[config.mk]
export PLATFORM = sky130hd
export DESIGN_NAME = frs_sequencer
export DESIGN_NICKNAME = d
export VERILOG_FILES = /design/src/pkg/frs_pkg.sv /design/src/design/frs_delay_timer.sv /design/src/design/frs_retry_count.sv /design/src/design/frs_sequencer.sv
export SDC_FILE = /design/constraint.sdc
export NUM_CORES = 1
export LEC_CHECK = 0
export ABC_AREA = 1
export BUFFER_PORTS_ARGS = -buffer_cell sky130_fd_sc_hd__buf_2
export CORE_MARGIN = 1
export CORE_UTILIZATION = 38
export DETAILED_ROUTE_END_ITERATION = 10
export PLACE_DENSITY_LB_ADDON = 0.05
export SETUP_SLACK_MARGIN = 0.1
export SLEW_MARGIN = 20
export SYNTH_ARGS = -nofsm -noshare
export SYNTH_HDL_FRONTEND = slang
export SYNTH_HIERARCHICAL = 1
export SYNTH_SLANG_ARGS = --single-unit
[constraint.sdc]
create_clock -name clk_sys -period 3.1 [get_ports clk_sys]
set_clock_uncertainty 0.2 [all_clocks]
set_input_delay 0.31 -clock clk_sys [delete_from_list [all_inputs] [get_ports clk_sys]]
set_output_delay 0.31 -clock clk_sys [all_outputs]
set_load 0.1 [all_outputs]
[src/pkg/frs_pkg.sv]
// Purpose: shared constants and types of the fault retry sequencer
// Assumes: 32-bit APB register bus, 100 MHz clk_sys
// Notes:   one aligned word per register, narrow fields in the low bits
package frs_pkg;

  // ==========================================================
  // timing
  localparam int CLK_PERIOD_NS = 10;
  localparam int TIME_UNIT_NS  = 1000;
  localparam int UNIT_CYC      = (TIME_UNIT_NS + CLK_PERIOD_NS - 1) / CLK_PERIOD_NS;

  // ==========================================================
  // register map (byte addresses)
  localparam logic [7:0] OFS_CTRL     = 8'h00;
  localparam logic [7:0] OFS_RESPONSE = 8'h04;
  localparam logic [7:0] OFS_UNIT     = 8'h08;
  localparam logic [7:0] OFS_STATUS   = 8'h0c;
  localparam logic [7:0] OFS_IRQ_STAT = 8'h10;
  localparam logic [7:0] OFS_IRQ_MASK = 8'h14;

  // ==========================================================
  // field positions
  localparam int CTRL_ON_BIT    = 0;
  localparam int CTRL_CLEAR_BIT = 1;
  localparam int STAT_LATCH_BIT = 0;
  localparam int STAT_OUT_BIT   = 1;
  localparam int STAT_FAULT_BIT = 2;
  localparam int STAT_LEFT_LSB  = 4;
  localparam int STAT_STATE_LSB = 8;
  localparam int EVT_W          = 5;

  // ==========================================================
  // reset values
  localparam logic [7:0]       RESPONSE_RST = 8'h80;
  localparam logic [15:0]      UNIT_RST     = 16'(UNIT_CYC);
  localparam logic             CTRL_ON_RST  = 1'b0;
  localparam logic [EVT_W-1:0] MASK_RST     = 5'h00;

  // ==========================================================
  // response byte
  localparam logic [2:0] RETRY_NONE    = 3'h0;
  localparam logic [2:0] RETRY_FOREVER = 3'h7;

  typedef enum logic [1:0] {
    RESP_IGNORE,
    RESP_DELAY,
    RESP_DISABLE,
    RESP_FOLLOW
  } frs_code_t;

  typedef struct packed {
    frs_code_t  code;
    logic [2:0] retries;
    logic [2:0] delay;
  } frs_resp_t;

  typedef struct packed {
    logic recovered;
    logic exhausted;
    logic retry;
    logic shutdown;
    logic detect;
  } frs_evt_t;

  typedef enum logic [2:0] {
    ST_OFF,
    ST_RUN,
    ST_DELAY,
    ST_FOLLOW,
    ST_WAIT,
    ST_TRY,
    ST_HOLD
  } frs_state_t;

endpackage

[src/design/frs_delay_timer.sv]
// Purpose: counts 2**exp time units, each unit_cyc clock cycles long
// Assumes: start restarts the count; its own cycle is the first of the span
// Notes:   expired stays high until the next start
`timescale 1ns/10ps
module frs_delay_timer
  import frs_pkg::*;
(
  input  wire logic        clk_sys,
  input  wire logic        reset,
  input  wire logic        clk_en,
  input  wire logic        start,
  input  wire logic [15:0] unit_cyc,
  input  wire logic [2:0]  exp,
  output logic             expired
);

  logic [15:0] pre;
  logic [7:0]  units;
  wire  [7:0]  target    = 8'h01 << exp;
  wire  [15:0] pre_inc   = pre + 16'h0001;
  wire  [7:0]  units_inc = units + 8'h01;
  // a zero unit is taken as one cycle so the timer cannot stall
  wire         unit_end  = (pre_inc >= unit_cyc);
  // the start cycle counts as the first cycle of the span, so a span of n
  // cycles ends n edges after start and chained spans keep their pitch
  wire         one_cyc   = (unit_cyc <= 16'h0001);

  always_ff @(posedge clk_sys or posedge reset) begin
    if (reset) begin
      pre     <= 16'h0000;
      units   <= 8'h00;
      expired <= 1'b0;
    end else if (clk_en) begin
      if (start) begin
        pre     <= one_cyc ? 16'h0000 : 16'h0001;
        units   <= one_cyc ? 8'h01 : 8'h00;
        expired <= one_cyc && (target == 8'h01);
      end else if (!expired) begin
        pre <= unit_end ? 16'h0000 : pre_inc;
        if (unit_end) begin
          units   <= units_inc;
          expired <= (units_inc == target);
        end
      end
    end
  end

endmodule

[src/design/frs_retry_count.sv]
// Purpose: remaining restart attempts of one retry sequence
// Assumes: load and consume are never high together
// Notes:   the all-ones setting never runs out
`timescale 1ns/10ps
module frs_retry_count
  import frs_pkg::*;
(
  input  wire logic       clk_sys,
  input  wire logic       reset,
  input  wire logic       clk_en,
  input  wire logic       load,
  input  wire logic [2:0] retries,
  input  wire logic       consume,
  output logic [2:0]      left,
  output logic            unlimited
);

  always_ff @(posedge clk_sys or posedge reset) begin
    if (reset) begin
      left      <= 3'h0;
      unlimited <= 1'b0;
    end else if (clk_en) begin
      if (load) begin
        left      <= retries;
        unlimited <= (retries == RETRY_FOREVER);
      end else if (consume && !unlimited && left != 3'h0) begin
        left <= left - 3'h1;
      end
    end
  end

endmodule

[src/design/frs_sequencer.sv]
// Purpose: fault response and restart sequencer with APB registers
// Assumes: fault_present, ctrl_pin_on, bias_ok and fault_shutdown are
//          synchronous to clk_sys
// Notes:   zero-wait APB slave; unmapped addresses answer pslverr
//
// Functional notes
// - code 11 keeps output off while fault persists, resumes when gone.
// - latched fault cleared by bit clear, clear command, reset, off-on, bias loss.
// - retry field 000 means no restart, output off until cleared.
// - retry 1..6 tries that many restarts, then off until cleared.
// - restart starts spaced by 2**delay field time units.
// - retry 111 restarts forever until off, bias loss or other fault.
// - delay field counts 2**n time units; unit from its own register.
// - code 01 runs for the delay then retries; code 10 shuts down at once.
`timescale 1ns/10ps
module frs_sequencer
  import frs_pkg::*;
(
  input  wire logic        clk_sys,
  input  wire logic        reset,
  input  wire logic        clk_en,
  input  wire logic        psel,
  input  wire logic        penable,
  input  wire logic        pwrite,
  input  wire logic [7:0]  paddr,
  input  wire logic [31:0] pwdata,
  output logic [31:0]      prdata,
  output logic             pready,
  output logic             pslverr,
  input  wire logic        fault_present,
  input  wire logic        fault_shutdown,
  input  wire logic        ctrl_pin_on,
  input  wire logic        bias_ok,
  output logic             out_enable,
  output logic             fault_latched,
  output logic             irq
);

  // ==========================================================
  // registers and state
  frs_resp_t        resp;
  logic             op_on;
  logic [15:0]      unit_cyc;
  logic [EVT_W-1:0] irq_stat;
  logic [EVT_W-1:0] irq_mask;
  frs_state_t       state;
  frs_state_t       next_state;
  logic             fault_prev;
  logic             tmr_expired;
  logic [2:0]       rc_left;
  logic             rc_unlimited;

  // ==========================================================
  // APB decode
  wire setup    = psel && !penable;
  wire access   = psel && penable && pready;
  wire wr       = access && pwrite;
  wire rd       = access && !pwrite;
  wire hit_ctrl = (paddr == OFS_CTRL);
  wire hit_resp = (paddr == OFS_RESPONSE);
  wire hit_unit = (paddr == OFS_UNIT);
  wire hit_stat = (paddr == OFS_STATUS);
  wire hit_istat = (paddr == OFS_IRQ_STAT);
  wire hit_imask = (paddr == OFS_IRQ_MASK);
  wire mapped   = hit_ctrl | hit_resp | hit_unit | hit_stat | hit_istat | hit_imask;

  // clear sources driven by software
  wire clear_cmd  = wr && hit_ctrl && pwdata[CTRL_CLEAR_BIT];
  wire clear_bit  = wr && hit_stat && pwdata[STAT_LATCH_BIT];
  wire clear_sw   = clear_cmd || clear_bit;
  // output is on only when pin, command and bias all agree
  wire run_cmd    = ctrl_pin_on && op_on && bias_ok;
  // edge of the fault level, used for the detect event only
  wire fault_rise = fault_present && !fault_prev;

  wire [31:0] stat_word = {20'h00000, 1'b0, state, 1'b0, rc_left,
                           1'b0, fault_present, out_enable, fault_latched};
  wire [31:0] rd_mux =
      hit_ctrl  ? {31'h00000000, op_on} :
      hit_resp  ? {24'h000000, resp} :
      hit_unit  ? {16'h0000, unit_cyc} :
      hit_stat  ? stat_word :
      hit_istat ? {27'h0000000, irq_stat} :
      hit_imask ? {27'h0000000, irq_mask} : 32'h00000000;

  // ==========================================================
  // sequencing decisions
  frs_evt_t evt;
  logic     tmr_start;
  logic     rc_load;
  logic     rc_consume;
  logic     latch_set;

  // no restart left: none configured, or all spent
  wire out_of_tries = !rc_unlimited && (rc_left == 3'h0);

  always_comb begin
    next_state = state;
    tmr_start  = 1'b0;
    rc_load    = 1'b0;
    rc_consume = 1'b0;
    latch_set  = 1'b0;
    evt        = '0;
    evt.detect = fault_rise;
    case (state)
      ST_OFF: begin
        // a standing shutdown fault keeps the output from coming up
        if (run_cmd && !fault_shutdown) begin
          next_state = ST_RUN;
          rc_load    = 1'b1;
          tmr_start  = 1'b1;
        end
      end
      ST_RUN: begin
        if (!run_cmd) begin
          next_state = ST_OFF;
        end else if (fault_shutdown) begin
          next_state   = ST_HOLD;
          latch_set    = 1'b1;
          evt.shutdown = 1'b1;
        end else if (fault_present) begin
          latch_set = 1'b1;
          rc_load   = 1'b1;
          case (resp.code)
            RESP_DELAY: begin
              next_state = ST_DELAY;
              tmr_start  = 1'b1;
            end
            RESP_DISABLE: begin
              evt.shutdown = 1'b1;
              tmr_start    = 1'b1;
              next_state   = (resp.retries == RETRY_NONE) ? ST_HOLD : ST_WAIT;
            end
            RESP_FOLLOW: begin
              next_state   = ST_FOLLOW;
              evt.shutdown = 1'b1;
            end
            default: begin
              next_state = ST_RUN;
            end
          endcase
        end
      end
      ST_DELAY: begin
        if (tmr_expired) begin
          if (fault_present) begin
            evt.shutdown = 1'b1;
            tmr_start    = 1'b1;
            next_state   = (resp.retries == RETRY_NONE) ? ST_HOLD : ST_WAIT;
          end else begin
            next_state    = ST_RUN;
            evt.recovered = 1'b1;
          end
        end
      end
      ST_FOLLOW: begin
        if (!fault_present) begin
          next_state    = ST_RUN;
          evt.recovered = 1'b1;
        end
      end
      ST_WAIT: begin
        if (tmr_expired) begin
          next_state = ST_TRY;
          tmr_start  = 1'b1;
          rc_consume = 1'b1;
          evt.retry  = 1'b1;
        end
      end
      ST_TRY: begin
        // a fault anywhere in the attempt window counts as a failed restart
        if (fault_present) begin
          evt.shutdown = 1'b1;
          if (out_of_tries) begin
            next_state    = ST_HOLD;
            evt.exhausted = 1'b1;
          end else begin
            next_state = ST_WAIT;
          end
        end else if (tmr_expired) begin
          next_state    = ST_RUN;
          evt.recovered = 1'b1;
        end
      end
      ST_HOLD: begin
        // only a clear, an off command or bias loss leaves hold
        next_state = ST_HOLD;
      end
      default: begin
        next_state = ST_OFF;
      end
    endcase
    // off command, bias loss and software clears outside follow override the sequence
    if (state != ST_OFF && state != ST_RUN) begin
      if (!run_cmd) begin
        next_state = ST_OFF;
        tmr_start  = 1'b0;
        rc_consume = 1'b0;
      end else if (fault_shutdown) begin
        // a standing shutdown fault also blocks a software clear out of hold
        next_state   = ST_HOLD;
        evt.shutdown = (state != ST_HOLD);
        tmr_start    = 1'b0;
        rc_consume   = 1'b0;
      end else if (clear_sw && state != ST_FOLLOW) begin
        next_state = ST_RUN;
        rc_load    = 1'b1;
        tmr_start  = 1'b1;
        rc_consume = 1'b0;
      end
    end
  end

  // decided from next_state so the output flop moves on the state's edge
  wire next_out = (next_state == ST_RUN) || (next_state == ST_DELAY) ||
                  (next_state == ST_TRY);
  // off-then-on and bias loss clear the latch; a new fault wins over a clear
  wire latch_clr  = clear_sw || !run_cmd;
  wire next_latch = latch_set || (fault_latched && !latch_clr);
  // a read clears only the bits it returned, so an event landing between the
  // setup edge and the access edge is not lost; a new event wins over the clear
  wire [EVT_W-1:0] rd_clr     = (rd && hit_istat) ? prdata[EVT_W-1:0] : '0;
  wire [EVT_W-1:0] next_istat = evt | (irq_stat & ~rd_clr);

  // ==========================================================
  // helpers
  // the timer counts its start cycle, so attempt starts sit exactly one span apart
  frs_delay_timer u_timer (
    .clk_sys  (clk_sys),
    .reset    (reset),
    .clk_en   (clk_en),
    .start    (tmr_start),
    .unit_cyc (unit_cyc),
    .exp      (resp.delay),
    .expired  (tmr_expired)
  );

  frs_retry_count u_retry (
    .clk_sys   (clk_sys),
    .reset     (reset),
    .clk_en    (clk_en),
    .load      (rc_load),
    .retries   (resp.retries),
    .consume   (rc_consume),
    .left      (rc_left),
    .unlimited (rc_unlimited)
  );

  // ==========================================================
  // register file
  always_ff @(posedge clk_sys or posedge reset) begin
    if (reset) begin
      resp     <= frs_resp_t'(RESPONSE_RST);
      op_on    <= CTRL_ON_RST;
      unit_cyc <= UNIT_RST;
      irq_mask <= MASK_RST;
    end else if (clk_en && wr) begin
      // a refused write to an unmapped address matches no hit and changes nothing
      if (hit_ctrl) op_on <= pwdata[CTRL_ON_BIT];
      if (hit_resp) resp <= frs_resp_t'(pwdata[7:0]);
      if (hit_unit) unit_cyc <= pwdata[15:0];
      if (hit_imask) irq_mask <= pwdata[EVT_W-1:0];
    end
  end

  // ==========================================================
  // bus answer, registered one cycle after setup
  // no wait states; with clk_en low in the setup cycle pready never rises
  always_ff @(posedge clk_sys or posedge reset) begin
    if (reset) begin
      pready  <= 1'b0;
      pslverr <= 1'b0;
      prdata  <= 32'h00000000;
    end else if (clk_en) begin
      pready  <= setup;
      pslverr <= setup && !mapped;
      prdata  <= (setup && !pwrite) ? rd_mux : 32'h00000000;
    end
  end

  // ==========================================================
  // state, outputs and interrupt
  always_ff @(posedge clk_sys or posedge reset) begin
    if (reset) begin
      state         <= ST_OFF;
      fault_prev    <= 1'b0;
      out_enable    <= 1'b0;
      fault_latched <= 1'b0;
      irq_stat      <= '0;
      irq           <= 1'b0;
    end else if (clk_en) begin
      state         <= next_state;
      fault_prev    <= fault_present;
      out_enable    <= next_out;
      fault_latched <= next_latch;
      irq_stat      <= next_istat;
      // registered from next_istat so irq rises with its status bit
      irq           <= |(next_istat & irq_mask);
    end
  end

endmodule

## After elaboration in Yosys (flattened, before gate mapping)

Index checks and enable logic that the tools add are counted.

| storage, ports and cells | value |
|---|---|
| flip-flop bits (word level) | 105 |
| input bits | 50 |
| output and inout port bits | 37 |
| logic and storage cells | 197 |

| operators by class | value |
|---|---|
| $add $sub $neg | 3 |
| magnitude comparators | 2 |
| equal/unequal tests | 24 |
| shift-type cells | 1 |
| muxes and demuxes | 82 |
| bitwise operators | 9 |
| reductions and logical operators | 56 |

Operators with widths:

| kind | count |
|---|---|
| $mux 16 | 7 |
| $mux 3 | 16 |
| $mux 1 | 44 |
| $logic_and 1x1->1 | 24 |
| $mux 8 | 3 |
| $pmux 3 s7 | 1 |
| $add 16x1->16 const B | 1 |
| $eq 8x4->1 const B | 2 |
| $eq 8x5->1 const B | 2 |
| $ge 16x16->1 | 1 |
| $le 16x1->1 const B | 1 |
| $eq 3x3->1 const B | 5 |
| $mux 5 | 3 |
| $reduce_and 2->1 | 7 |
| $mux 11 | 1 |
| $and 5x5->5 | 2 |
| $eq 3x2->1 const B | 3 |
| $logic_not 3->1 | 3 |
| $pmux 3 s3 | 1 |
| $add 8x1->8 const B | 1 |
| $eq 8x1->1 const B | 1 |
| $eq 8x3->1 const B | 1 |
| $eq 8x8->1 | 1 |
| $logic_not 1->1 | 8 |
| other kinds (23) | 38 |

## Logic depth before layout (Yosys ltp)

Gate-level depths: netlist of the first run.

| logic depth | value |
|---|---|
| depth after elaboration | 15 |
| depth in mapped cells | 20 |

## By module

Netlist of the first run, hierarchy kept.

Modules (own cells, without submodules):

| module | instances | cells an instance | area each (µm²) | seq. area each (µm²) |
|---|---|---|---|---|
| frs_sequencer | 1 | 456 | 3478.3 | 1506.4 |
| frs_delay_timer | 1 | 332 | 2258.4 | 625.6 |
| frs_retry_count | 1 | 35 | 251.5 | 100.1 |

## Worst setup path before layout of the first run

No wires, ideal clock.

| timing path | value |
|---|---|
| path type | reg-to-reg |
| start | register pready |
| end | register u_timer.units[1] |
| setup time | 0.121 ns |
| data arrival time | 2.599 ns |
| required time | 2.779 ns |
| setup slack | 0.180 ns |
| stages on the path, launching flop included | 13 |
| path buffers | 1 |
| cell sequence | dfrtp_1 nand3_1 nor2_1 nand4_1 a21oi_1 inv_2 nand2_1 nand2_2 inv_1 nand2_2 buf_4 nand2_1 o21ai_1 |

| between the ends | value |
|---|---|
| longest elaborated chain between the ends | 12 |
| elaborated cells on any way between the ends | 16 |
| those cells by class | eq/ne: 1; mux: 5; reduce/logical: 10 |

RTL lines:

| what | RTL line | source |
|---|---|---|
| start: declaration | frs_sequencer.sv:28 | `output logic pready,` |
| start signal: assignment | frs_sequencer.sv:275 | `pready <= setup;` |
| $logic_and 1x1->1 * | frs_sequencer.sv:56 | `wire access = psel && penable && pready;` |
| $logic_and 1x1->1 * | frs_sequencer.sv:57 | `wire wr = access && pwrite;` |
| $logic_and 1x1->1 (on tied branches) (2 in series) | frs_sequencer.sv:68, frs_sequencer.sv:69 |  |
| $logic_or 1x1->1 * | frs_sequencer.sv:70 | `wire clear_sw = clear_cmd \|\| clear_bit;` |
| $logic_and 1x1->1 * | frs_sequencer.sv:205 | `end else if (clear_sw && state != ST_FOLLOW) begin` |
| $mux 1 * | frs_sequencer.sv:205 |  |
| $mux 1 * | frs_sequencer.sv:199 | `end else if (fault_shutdown) begin` |
| $mux 1 * | frs_sequencer.sv:195 | `if (!run_cmd) begin` |
| $mux 1 * | frs_sequencer.sv:194 | `if (state != ST_OFF && state != ST_RUN) begin` |
| named net tmr_start | frs_sequencer.sv:89 | `logic tmr_start;` |
| $ne 2x2->1 (no line) / $reduce_bool 2->1 (equally long branches) | -- |  |
| $reduce_and 3->1 (no line) | -- |  |
| end signal: assignment | frs_delay_timer.sv:36 | `units <= one_cyc ? 8'h01 : 8'h00;` |
| end signal: assignment | frs_delay_timer.sv:41 | `units <= units_inc;` |
| end: declaration | frs_delay_timer.sv:18 | `logic [7:0] units;` |

Mark *: on every way through the listed nets, which the timed path passes. The rest lies on a longest branch.
A chain may end at the register's enable or synchronous reset.

## Worst setup path in the final report of the first run

| timing path | value |
|---|---|
| start | register u_timer.pre[0] |
| end | register u_timer.units[0] |

| between the ends | value |
|---|---|
| longest elaborated chain between the ends | 4 |

RTL lines:

| what | RTL line | source |
|---|---|---|
| start: declaration | frs_delay_timer.sv:17 | `logic [15:0] pre;` |
| start signal: assignment | frs_delay_timer.sv:35 | `pre <= one_cyc ? 16'h0000 : 16'h0001;` |
| start signal: assignment | frs_delay_timer.sv:39 | `pre <= unit_end ? 16'h0000 : pre_inc;` |
| $add 16x1->16 | frs_delay_timer.sv:20 | `wire [15:0] pre_inc = pre + 16'h0001;` |
| $ge 16x16->1 | frs_delay_timer.sv:23 | `wire unit_end = (pre_inc >= unit_cyc);` |
| $reduce_bool 2->1 (no line) | -- |  |
| $reduce_and 3->1 (no line) | -- |  |

No other way between the ends.

==> Implementation_results.wiki, run 1 <==
{| class="wikitable"
! Metric !! Value
|-
| Relative contribution of sequential cells to total power || 38.0%
|-
| DRC violations left || 0
|-
| Die boundary width || 128 um
|-
| Area overhead of the layout relative to synthesis || 15.9%
|-
| Sequential cell area || 0.00223 mm2
|-
| Count of synthesis-stage warnings from yosys || 6
|-
| Avg Synthesized Cell Area || 7.28 um2
|-
| Count of endpoints failing setup in the final report || 0
|-
| Top post-synthesis cells by area || sky130_fd_sc_hd__dfrtp_1, sky130_fd_sc_hd__nand2_1, sky130_fd_sc_hd__inv_1
|-
| Clock tree from TritonCTS || yes
|-
| Number of violations reported at the end of detailed-routing iteration 0 || 319
|-
| Max-capacitance violation count || 0
|-
| Leading cell types by count after synthesis || sky130_fd_sc_hd__nand2_1, sky130_fd_sc_hd__inv_1, sky130_fd_sc_hd__dfrtp_1
|-
| Proportion of power drawn by combinational gates || 34.1%
|-
| Category of the most critical setup path || reg -> reg
|-
| Max Freq || 344 MHz
|-
| Total power divided by cell area || 535 mW/mm2
|-
| Number of buffers added by the clock tree synthesis step || 9
|-
| Sinks on the clock net || 89
|-
| Global-route wire length before repair || 26600 um
|-
| WL per Instance || 14.7 um
|-
| Fillcell total || 1599
|-
| Routability Congestion || 0.857
|-
| Switch Pwr || 1390 uW
|-
| Library cell with the largest summed area after synthesis || sky130_fd_sc_hd__dfrtp_1
|-
| Unrepaired setup endpoints after global routing || true
|-
| Floorplan die height || 128 um
|-
| Maximum number of pins on one net before global-route repair || 37
|-
| Total number of placement rows || 45
|-
| I/O pin total || 87
|-
| Utilization after layout || 45.3%
|-
| Area enclosed by the die boundary || 0.0163 mm2
|-
| Area taken by multi-input logic gates || 0.00327 mm2
|-
| Shortest clock period the worst path allows after layout || 2910 ps
|-
| Count of inserted antenna diode cells || 0
|-
| Fraction of the yosys area taken by sequential cells || 37.3%
|-
| Clock root buffer || sky130_fd_sc_hd__clkbuf_16
|-
| Antenna violations before repair || 0
|-
| Transition time of the tightest slew-check pin || 567 ps
|-
| Drt first pass iters || 5
|-
| Clk pin slew, worst setup/hold paths || 60 ps
|-
| Wire length reported by the detailed router || 16200 um
|-
| Most used flip-flop cell after synthesis || sky130_fd_sc_hd__dfrtp_1
|-
| Total count of hold-check failures in the final report || 0
|-
| Critical Path AT || 2950 ps
|-
| Total number of vias || 5473
|-
| Worst-Skew Late Latency || 340 ps
|-
| Fraction of synthesized cell area taken by the top area cell type || 35.5%
|-
| Period utilisation layout || 93.8%
|-
| Area of the core || 0.0153 mm2
|-
| Final nets || 962
|-
| Starting density of the core || 39.1%
|-
| Vias in the first global route || 5307
|-
| Max transition margin || 62.1%
|-
| Distinct cells, synth || 51
|-
| Worst IR drop on VDD || 0.285 mV
|-
| CP Capture Type || flip-flop
|-
| TNS Setup || 0 ps
|-
| Most used standard cell by instance count after synthesis || sky130_fd_sc_hd__nand2_1
|-
| Startpoint type of the worst setup path || flip-flop
|-
| Fraction of registers with async set or reset after synthesis || 100%
|-
| Fraction of power spent switching nets || 37.4%
|-
| Internal portion of total power || 2330 uW
|-
| Residual antenna-violating net count after detailed routing || 0
|-
| HPWL after detailed placement || 12800 um
|-
| Total GRT Usage || 21.1%
|-
| Via-per-instance ratio || 4.96
|-
| Number of port buffers || 54
|-
| Share of final-layout standard cells stronger than drive strength 1 || 18.3%
|-
| Data required time at the worst endpoint || 3140 ps
|-
| Setup Slack @ Placement || 30.0 ps
|-
| Max H-tree Level || 3
|-
| Run status || complete, no violations
|-
| Min-Delay Path Class || in -> reg
|-
| Pleak || 0.00353 uW
|-
| Number of flip-flops and latches in the synthesized netlist || 89
|-
| Number of buffers between clock root and the deepest sink || 2
|-
| Proportion of power drawn by the clock network || 27.9%
|-
| Cell area after technology mapping || 0.00599 mm2
|-
| Leftover overflow at the end of global routing || 0
|-
| Final number of max-transition violations || 0
|-
| Maximum net fanout on the critical path || 7
|-
| Number of synthesized flops with an enable pin || 0
|-
| Number of standard cells after synthesis || 823
|-
| Smallest setup slack after layout || 191 ps
|}
## sequential cells by signal (all words and copies together) (netlist names), 3 cells and up
name / count
state: 3
irq_stat: 5
u_timer/units: 8
resp: 8
u_retry/left: 3
u_timer/pre: 16
irq_mask: 5
unit_cyc: 16
prdata: 16
## power by group through the flow
stage | clock network [uW] | logic (uW) | registers, uW
after global placement | 0 | 1110 | 1430
after floorplan | 0 | 862 | 1430
after CTS | 1070 | 1180 | 1410
final | 1040 | 1260 | 1410
after detailed placement | 0 | 1150 | 1430
after global routing | 1120 | 1430 | 1430
## cells in the final DEF (no fill, tap or decap), types with 3 or more instances in the layout
| cell | netlist | layout |
|---|---|---|
| sky130_fd_sc_hd__dfstp_2 | 4 | 4 |
| sky130_fd_sc_hd__o221ai_1 | 5 | 5 |
| sky130_fd_sc_hd__a21oi_1 | 29 | 29 |
| sky130_fd_sc_hd__nand3_2 | 3 | 4 |
| sky130_fd_sc_hd__dlygate4sd3_1 | 0 | 3 |
| sky130_fd_sc_hd__buf_4 | 19 | 13 |
| sky130_fd_sc_hd__buf_2 | 7 | 54 |
| sky130_fd_sc_hd__o21ai_1 | 12 | 13 |
| sky130_fd_sc_hd__nand3b_1 | 6 | 6 |
| sky130_fd_sc_hd__nor2_2 | 12 | 11 |
| sky130_fd_sc_hd__ha_1 | 23 | 22 |
| sky130_fd_sc_hd__inv_1 | 113 | 111 |
| sky130_fd_sc_hd__nor2_1 | 62 | 60 |
| sky130_fd_sc_hd__nor2_4 | 8 | 11 |
| sky130_fd_sc_hd__conb_1 | 1 | 16 |
| sky130_fd_sc_hd__dfrtp_1 | 85 | 85 |
| sky130_fd_sc_hd__inv_2 | 4 | 6 |
| sky130_fd_sc_hd__nand2_2 | 12 | 16 |
| sky130_fd_sc_hd__clkbuf_16 | 0 | 9 |
| sky130_fd_sc_hd__o211ai_1 | 3 | 3 |
| sky130_fd_sc_hd__o22ai_2 | 2 | 7 |
| sky130_fd_sc_hd__nand3_1 | 50 | 48 |
| sky130_fd_sc_hd__nand2_1 | 229 | 224 |
| sky130_fd_sc_hd__nor3_1 | 8 | 8 |
| sky130_fd_sc_hd__xor2_1 | 7 | 6 |
| sky130_fd_sc_hd__a32o_1 | 3 | 3 |
| sky130_fd_sc_hd__o22ai_1 | 8 | 3 |
| sky130_fd_sc_hd__nand4_1 | 13 | 13 |
| sky130_fd_sc_hd__o21ai_0 | 59 | 57 |
## cells by family (layout without fill, tap and decap cells)
logic type      after synthesis  after routing  synth area share, %
compound gates              135            135                 13.1
xor+xnor                      8              8                 1.30
fa+ha+maj                    23             23                 4.81
buf+inv                     151            206                 11.1
flops                        89             89                 37.3
mux                           2              2                0.501
other cells                   1             16               0.0626
simple gates                414            414                 31.9
## path summary, 6_finish.rpt
check,startpoint,endpoint,slack (ps),cells after the start
max,u_timer/pre[0],u_timer/units[0],190,17
min,pwdata[12],unit_cyc[12],20,3
max reg2reg,u_timer/pre[0],u_timer/units[0],190,17
min reg2reg,u_timer/pre[14],u_timer/pre[14],290,2
max in group asynchronous,reset,unit_cyc[2],1630,4
min in group asynchronous,reset,u_retry/unlimited,250,3
## final cells by class
type / instances / share of cell area (%)
clock buffer: 13 / 3.75
multi-input combinational: 598 / 47.1
clock inverter: 2 / 0.198
sequential: 89 / 32.1
timing repair buffer: 74 / 6.63
inverter: 117 / 6.33
tap: 211 / 3.80
## repair_timing
| action | 4_1_cts | 5_1_grt |
|---|---|---|
| endpoints found under the hold margin | 28 | 0 |
| hold buffers | 3 | 0 |
| buffers inserted | 1 | 4 |
| setup endpoints to repair | 14 | 25 |
| pin swaps | 0 | 13 |
| resized for setup | 3 | 26 |
## through the flow
stage	hold WS, ps	total power [uW]	std cells	instance area, um2
after floorplan	-124	2290	838	6040
after global placement	34.0	2540	1081	6470
after detailed placement	43.2	2580	1081	6470
after CTS	6.98	3660	1100	6800
after global routing	23.0	3980	1104	6940
final	16.5	3710	1104	6940
## critical path, stage by stage, from the launching register on
cell and delay (ps):
sky130_fd_sc_hd__dfrtp_1 380, sky130_fd_sc_hd__ha_2 200, sky130_fd_sc_hd__nand2_2 60, sky130_fd_sc_hd__inv_2 90, sky130_fd_sc_hd__nand3_4 80, sky130_fd_sc_hd__nor2_4 140, sky130_fd_sc_hd__nand2_2 90, sky130_fd_sc_hd__nor2_4 140
sky130_fd_sc_hd__nand2_2 70, sky130_fd_sc_hd__xor2_2 150, sky130_fd_sc_hd__ha_1 310, sky130_fd_sc_hd__nand2_2 130, sky130_fd_sc_hd__o21ai_2 70, sky130_fd_sc_hd__a21oi_2 180, sky130_fd_sc_hd__nand4_4 200, sky130_fd_sc_hd__buf_6 210
sky130_fd_sc_hd__nand3_2 50, sky130_fd_sc_hd__nand2_1 50
## metal layers
layer	routed length (um)	up-vias	global-route usage, %
li1	-	2758	-
met1	7490	2576	26.9
met2	7720	109	35.2
met3	513	30	3.60
met4	516	0	8.82
met5	0	-	0
(Power assumes the default switching activity.)
==> run 2, diff against run 1 <==
--- a/config.mk
+++ b/config.mk
@@ -7,10 +7,11 @@
 export LEC_CHECK = 0
 export ABC_AREA = 1
 export BUFFER_PORTS_ARGS = -buffer_cell sky130_fd_sc_hd__buf_2
+export CORE_ASPECT_RATIO = 1.1
 export CORE_MARGIN = 1
 export CORE_UTILIZATION = 38
 export DETAILED_ROUTE_END_ITERATION = 10
-export PLACE_DENSITY_LB_ADDON = 0.05
+export PLACE_DENSITY = 0.66
 export SETUP_SLACK_MARGIN = 0.1
 export SLEW_MARGIN = 20
 export SYNTH_ARGS = -nofsm -noshare
==> run 2 against run 1 <==
Net effect: design area hardly changed; wire length shrank 3.3%; sequential power about the same; via count fell by 0.46%; register-to-register slack worse by 20 ps; critical path type unchanged; largest cell class unchanged.
==> Implementation_results.wiki, run 2 (synthesized netlist as in run 1, its figures left out) <==
{| class="wikitable"
! Metric !! Value
|-
| Number of buffers added by the clock tree synthesis step || 9 (unchanged)
|-
| Fillcell total || 1520 (-4.9%)
|-
| Total number of placement rows || 47 (+4.4%)
|-
| Max H-tree Level || 3 (unchanged)
|-
| Number of port buffers || 54 (unchanged)
|-
| Total GRT Usage || 20.1% (-1.0 points)
|-
| Maximum number of pins on one net before global-route repair || 31 (-16%)
|-
| Startpoint of the worst hold path || pwdata[10]
|-
| Startpoint type of the worst setup path || flip-flop
|-
| Most common cell after layout, fill and taps aside || sky130_fd_sc_hd__nand2_1
|-
| Launching point of the worst reg2reg path || u_timer/pre[2]
|-
| Global-route wire length before repair || 25400 um (-4.6%)
|-
| Critical path buffers and inverters || 2 (unchanged)
|-
| Count of endpoints failing setup in the final report || 0 (unchanged)
|-
| Unrepaired setup endpoints after global routing || true
|-
| Depth of the worst register-to-register path || 17 (unchanged)
|-
| Final number of max-transition violations || 0 (unchanged)
|-
| Period utilisation layout || 94.4% (+0.56 points)
|-
| Drt first pass iters || 5 (unchanged)
|-
| Clock tree from TritonCTS || yes
|-
| Most used cells in the layout excluding fill and tap cells || sky130_fd_sc_hd__nand2_1, sky130_fd_sc_hd__inv_1, sky130_fd_sc_hd__dfrtp_1, sky130_fd_sc_hd__nor2_1, sky130_fd_sc_hd__o21ai_0
|-
| Final nets || 965 (+0.31%)
|-
| CP max-delay cell || sky130_fd_sc_hd__dfrtp_1
|-
| Count of non-filler cells in the finished layout || 1093 (-1.0%)
|-
| Floorplan die height || 134 um (+4.8%)
|-
| Wire length reported by the detailed router || 15700 um (-3.3%)
|-
| Worst hold endpoint || unit_cyc[10]
|-
| Crit path cell chain || nand2_2 -> nor2_4 -> nand3_4 -> nor2_4 -> nand2_2 -> nor2_4 -> nand2_2 -> a22oi_2 -> ha_1 -> nand2_1 -> inv_1 -> nor2_1 -> o21ai_1 -> a21oi_2 -> nand4_4 -> buf_4 -> o22ai_1
|-
| Area enclosed by the die boundary || 0.0163 mm2 (about the same)
|-
| Residual antenna-violating net count after detailed routing || 0 (unchanged)
|-
| Max Freq || 342 MHz (-0.59%)
|-
| DRC violations left || 0 (unchanged)
|-
| HPWL after detailed placement || 11900 um (-7.1%)
|-
| Max transition margin || 62.7% (+0.61 points)
|-
| Antenna violations before repair || 0 (unchanged)
|-
| Vias in the first global route || 5088 (-4.1%)
|-
| Placed Cells || 1066 (-1.4%)
|-
| Sinks on the clock net || 89 (unchanged)
|-
| Leftover overflow at the end of global routing || 0 (unchanged)
|-
| Die boundary width || 122 um (-4.6%)
|-
| Worst-Skew Late Latency || 350 ps (about the same)
|-
| Maximum net fanout on the critical path || 6 (-1)
|-
| Count of inserted antenna diode cells || 0 (unchanged)
|-
| Transition time of the tightest slew-check pin || 558 ps (-9.20 ps)
|-
| Clock root buffer || sky130_fd_sc_hd__clkbuf_16
|-
| Critical Path AT || 3000 ps (+50 ps)
|-
| Area of the core || 0.0152 mm2 (-0.55%)
|-
| Routability Congestion || 0.927 (+8.1%)
|-
| Capture instance of the worst register-to-register path || u_timer/pre[7]
|-
| Pleak || 0.00356 uW (+0.59%)
|-
| Total power divided by cell area || 536 mW/mm2 (+0.26%)
|-
| Via-per-instance ratio || 4.98 (+0.55%)
|-
| Share of final-layout standard cells stronger than drive strength 1 || 18.7% (+0.48 points)
|-
| Min-Delay Path Class || in -> reg
|-
| Worst IR drop on VDD || 0.341 mV (+20%)
|-
| Cell area after placement || 0.00643 mm2 (-0.68%)
|-
| FF-to-FF setup slack || 170 ps (-20 ps)
|-
| Data required time at the worst endpoint || 3170 ps (+30 ps)
|-
| Shortest clock period the worst path allows after layout || 2930 ps (+17.4 ps)
|-
| Delay-heaviest family, CP || simple AND/OR/NAND/NOR gates
|-
| WHS Path Cells || 2 (-1)
|-
| TNS Setup || 0 ps (unchanged)
|-
| Registers with the highest flip-flop counts || prdata (16), u_timer/pre (16), unit_cyc (16)
|-
| Finished Cell Area || 0.00694 mm2 (about the same)
|-
| Total count of hold-check failures in the final report || 0 (unchanged)
|-
| I/O pin total || 87 (unchanged)
|-
| Number of buffers between clock root and the deepest sink || 2 (unchanged)
|-
| Maximum cell stage delay along the critical path || 400 ps (+20 ps)
|-
| CP Capture Type || flip-flop
|-
| Starting density of the core || 39.3% (+0.22 points)
|-
| Clk pin slew, worst setup/hold paths || 70 ps (about the same)
|-
| WL per Instance || 14.4 um (-2.4%)
|-
| Max-capacitance violation count || 0 (unchanged)
|-
| Number of violations reported at the end of detailed-routing iteration 0 || 384 (+20%)
|-
| Run status || complete, no violations
|-
| Total number of vias || 5448 (-0.46%)
|-
| Category of the most critical setup path || reg -> reg
|-
| Area overhead of the layout relative to synthesis || 15.9% (about the same)
|}
-- run 2: cell types whose count changed in the layout (fill, tap and decap cells not counted), sizes merged --
cell,before,now
clkbuf,13,12
buf,71,73
nand2,243,244
clkinvlp,0,1
inv,117,118
-- run 2: area by class of cell --
| class | count | area [um2] | share of cell area (%) |
|---|---|---|---|
| Clock buffer | 12 | 256 | 3.70 |
| Multi-Input combinational cell | 599 | 3290 | 47.4 |
| Timing Repair Buffer | 76 | 450 | 6.49 |
| Sequential cell | 89 | 2230 | 32.2 |
| Tap cell | 196 | 245 | 3.53 |
| Clock inverter | 4 | 26.3 | 0.379 |
| Inverter | 117 | 439 | 6.33 |
-- run 2: what timing repair did --
item | in CTS | in global routing
buffers inserted | 0 | 6
endpoints found under the hold margin | 22 | 0
setup endpoints to repair | 8 | 25
resized for setup | 1 | 28
pin swaps | 0 | 11
cloned | 0 | 2
hold buffers | 3 | 0
-- run 2: through the flow --
step                utilization, %  worst slack [ps]  hold WS (ps)  power, uW
finish                        45.6               174          15.1       3720
global route                  45.6              9.01          10.1       3960
CTS                           44.3              77.0          2.01       3590
detailed placement            42.2              46.8          36.9       2520
global placement              42.2               109          38.8       2510
floorplan                        -               180          -124       2290
-- run 2: routing by layer --
layer  track usage (%)  routed length (um)  vias up  share of wire [%]
met5                 0                   0        -                  0
met1              25.7                7130     2504                 45
li1                  -                   -     2781                  -
met3              2.70                 513       31                3.3
met4              9.12                 488        0                3.1
met2              33.4                7560      132                 48
-- run 2: where the power goes --
part	internal [uW]	leakage (uW)	switching, uW
clock network	588	0.000139	473
registers	1290	0.00117	121
logic	445	0.00225	809
-- run 2: worst max-delay path by stage --
stage                                   to  cells past startpoint            from  slack, ps
after floorplan           u_timer/units[1]                     12          pready        180
after global placement    u_timer/units[6]                     17  u_timer/pre[0]        110
after detailed placement  u_timer/units[3]                     17  u_timer/pre[0]         50
after CTS                  u_timer/pre[13]                     17  u_timer/pre[0]         80
after global routing        u_timer/pre[7]                     17  u_timer/pre[2]          9
final                       u_timer/pre[7]                     17  u_timer/pre[2]        170
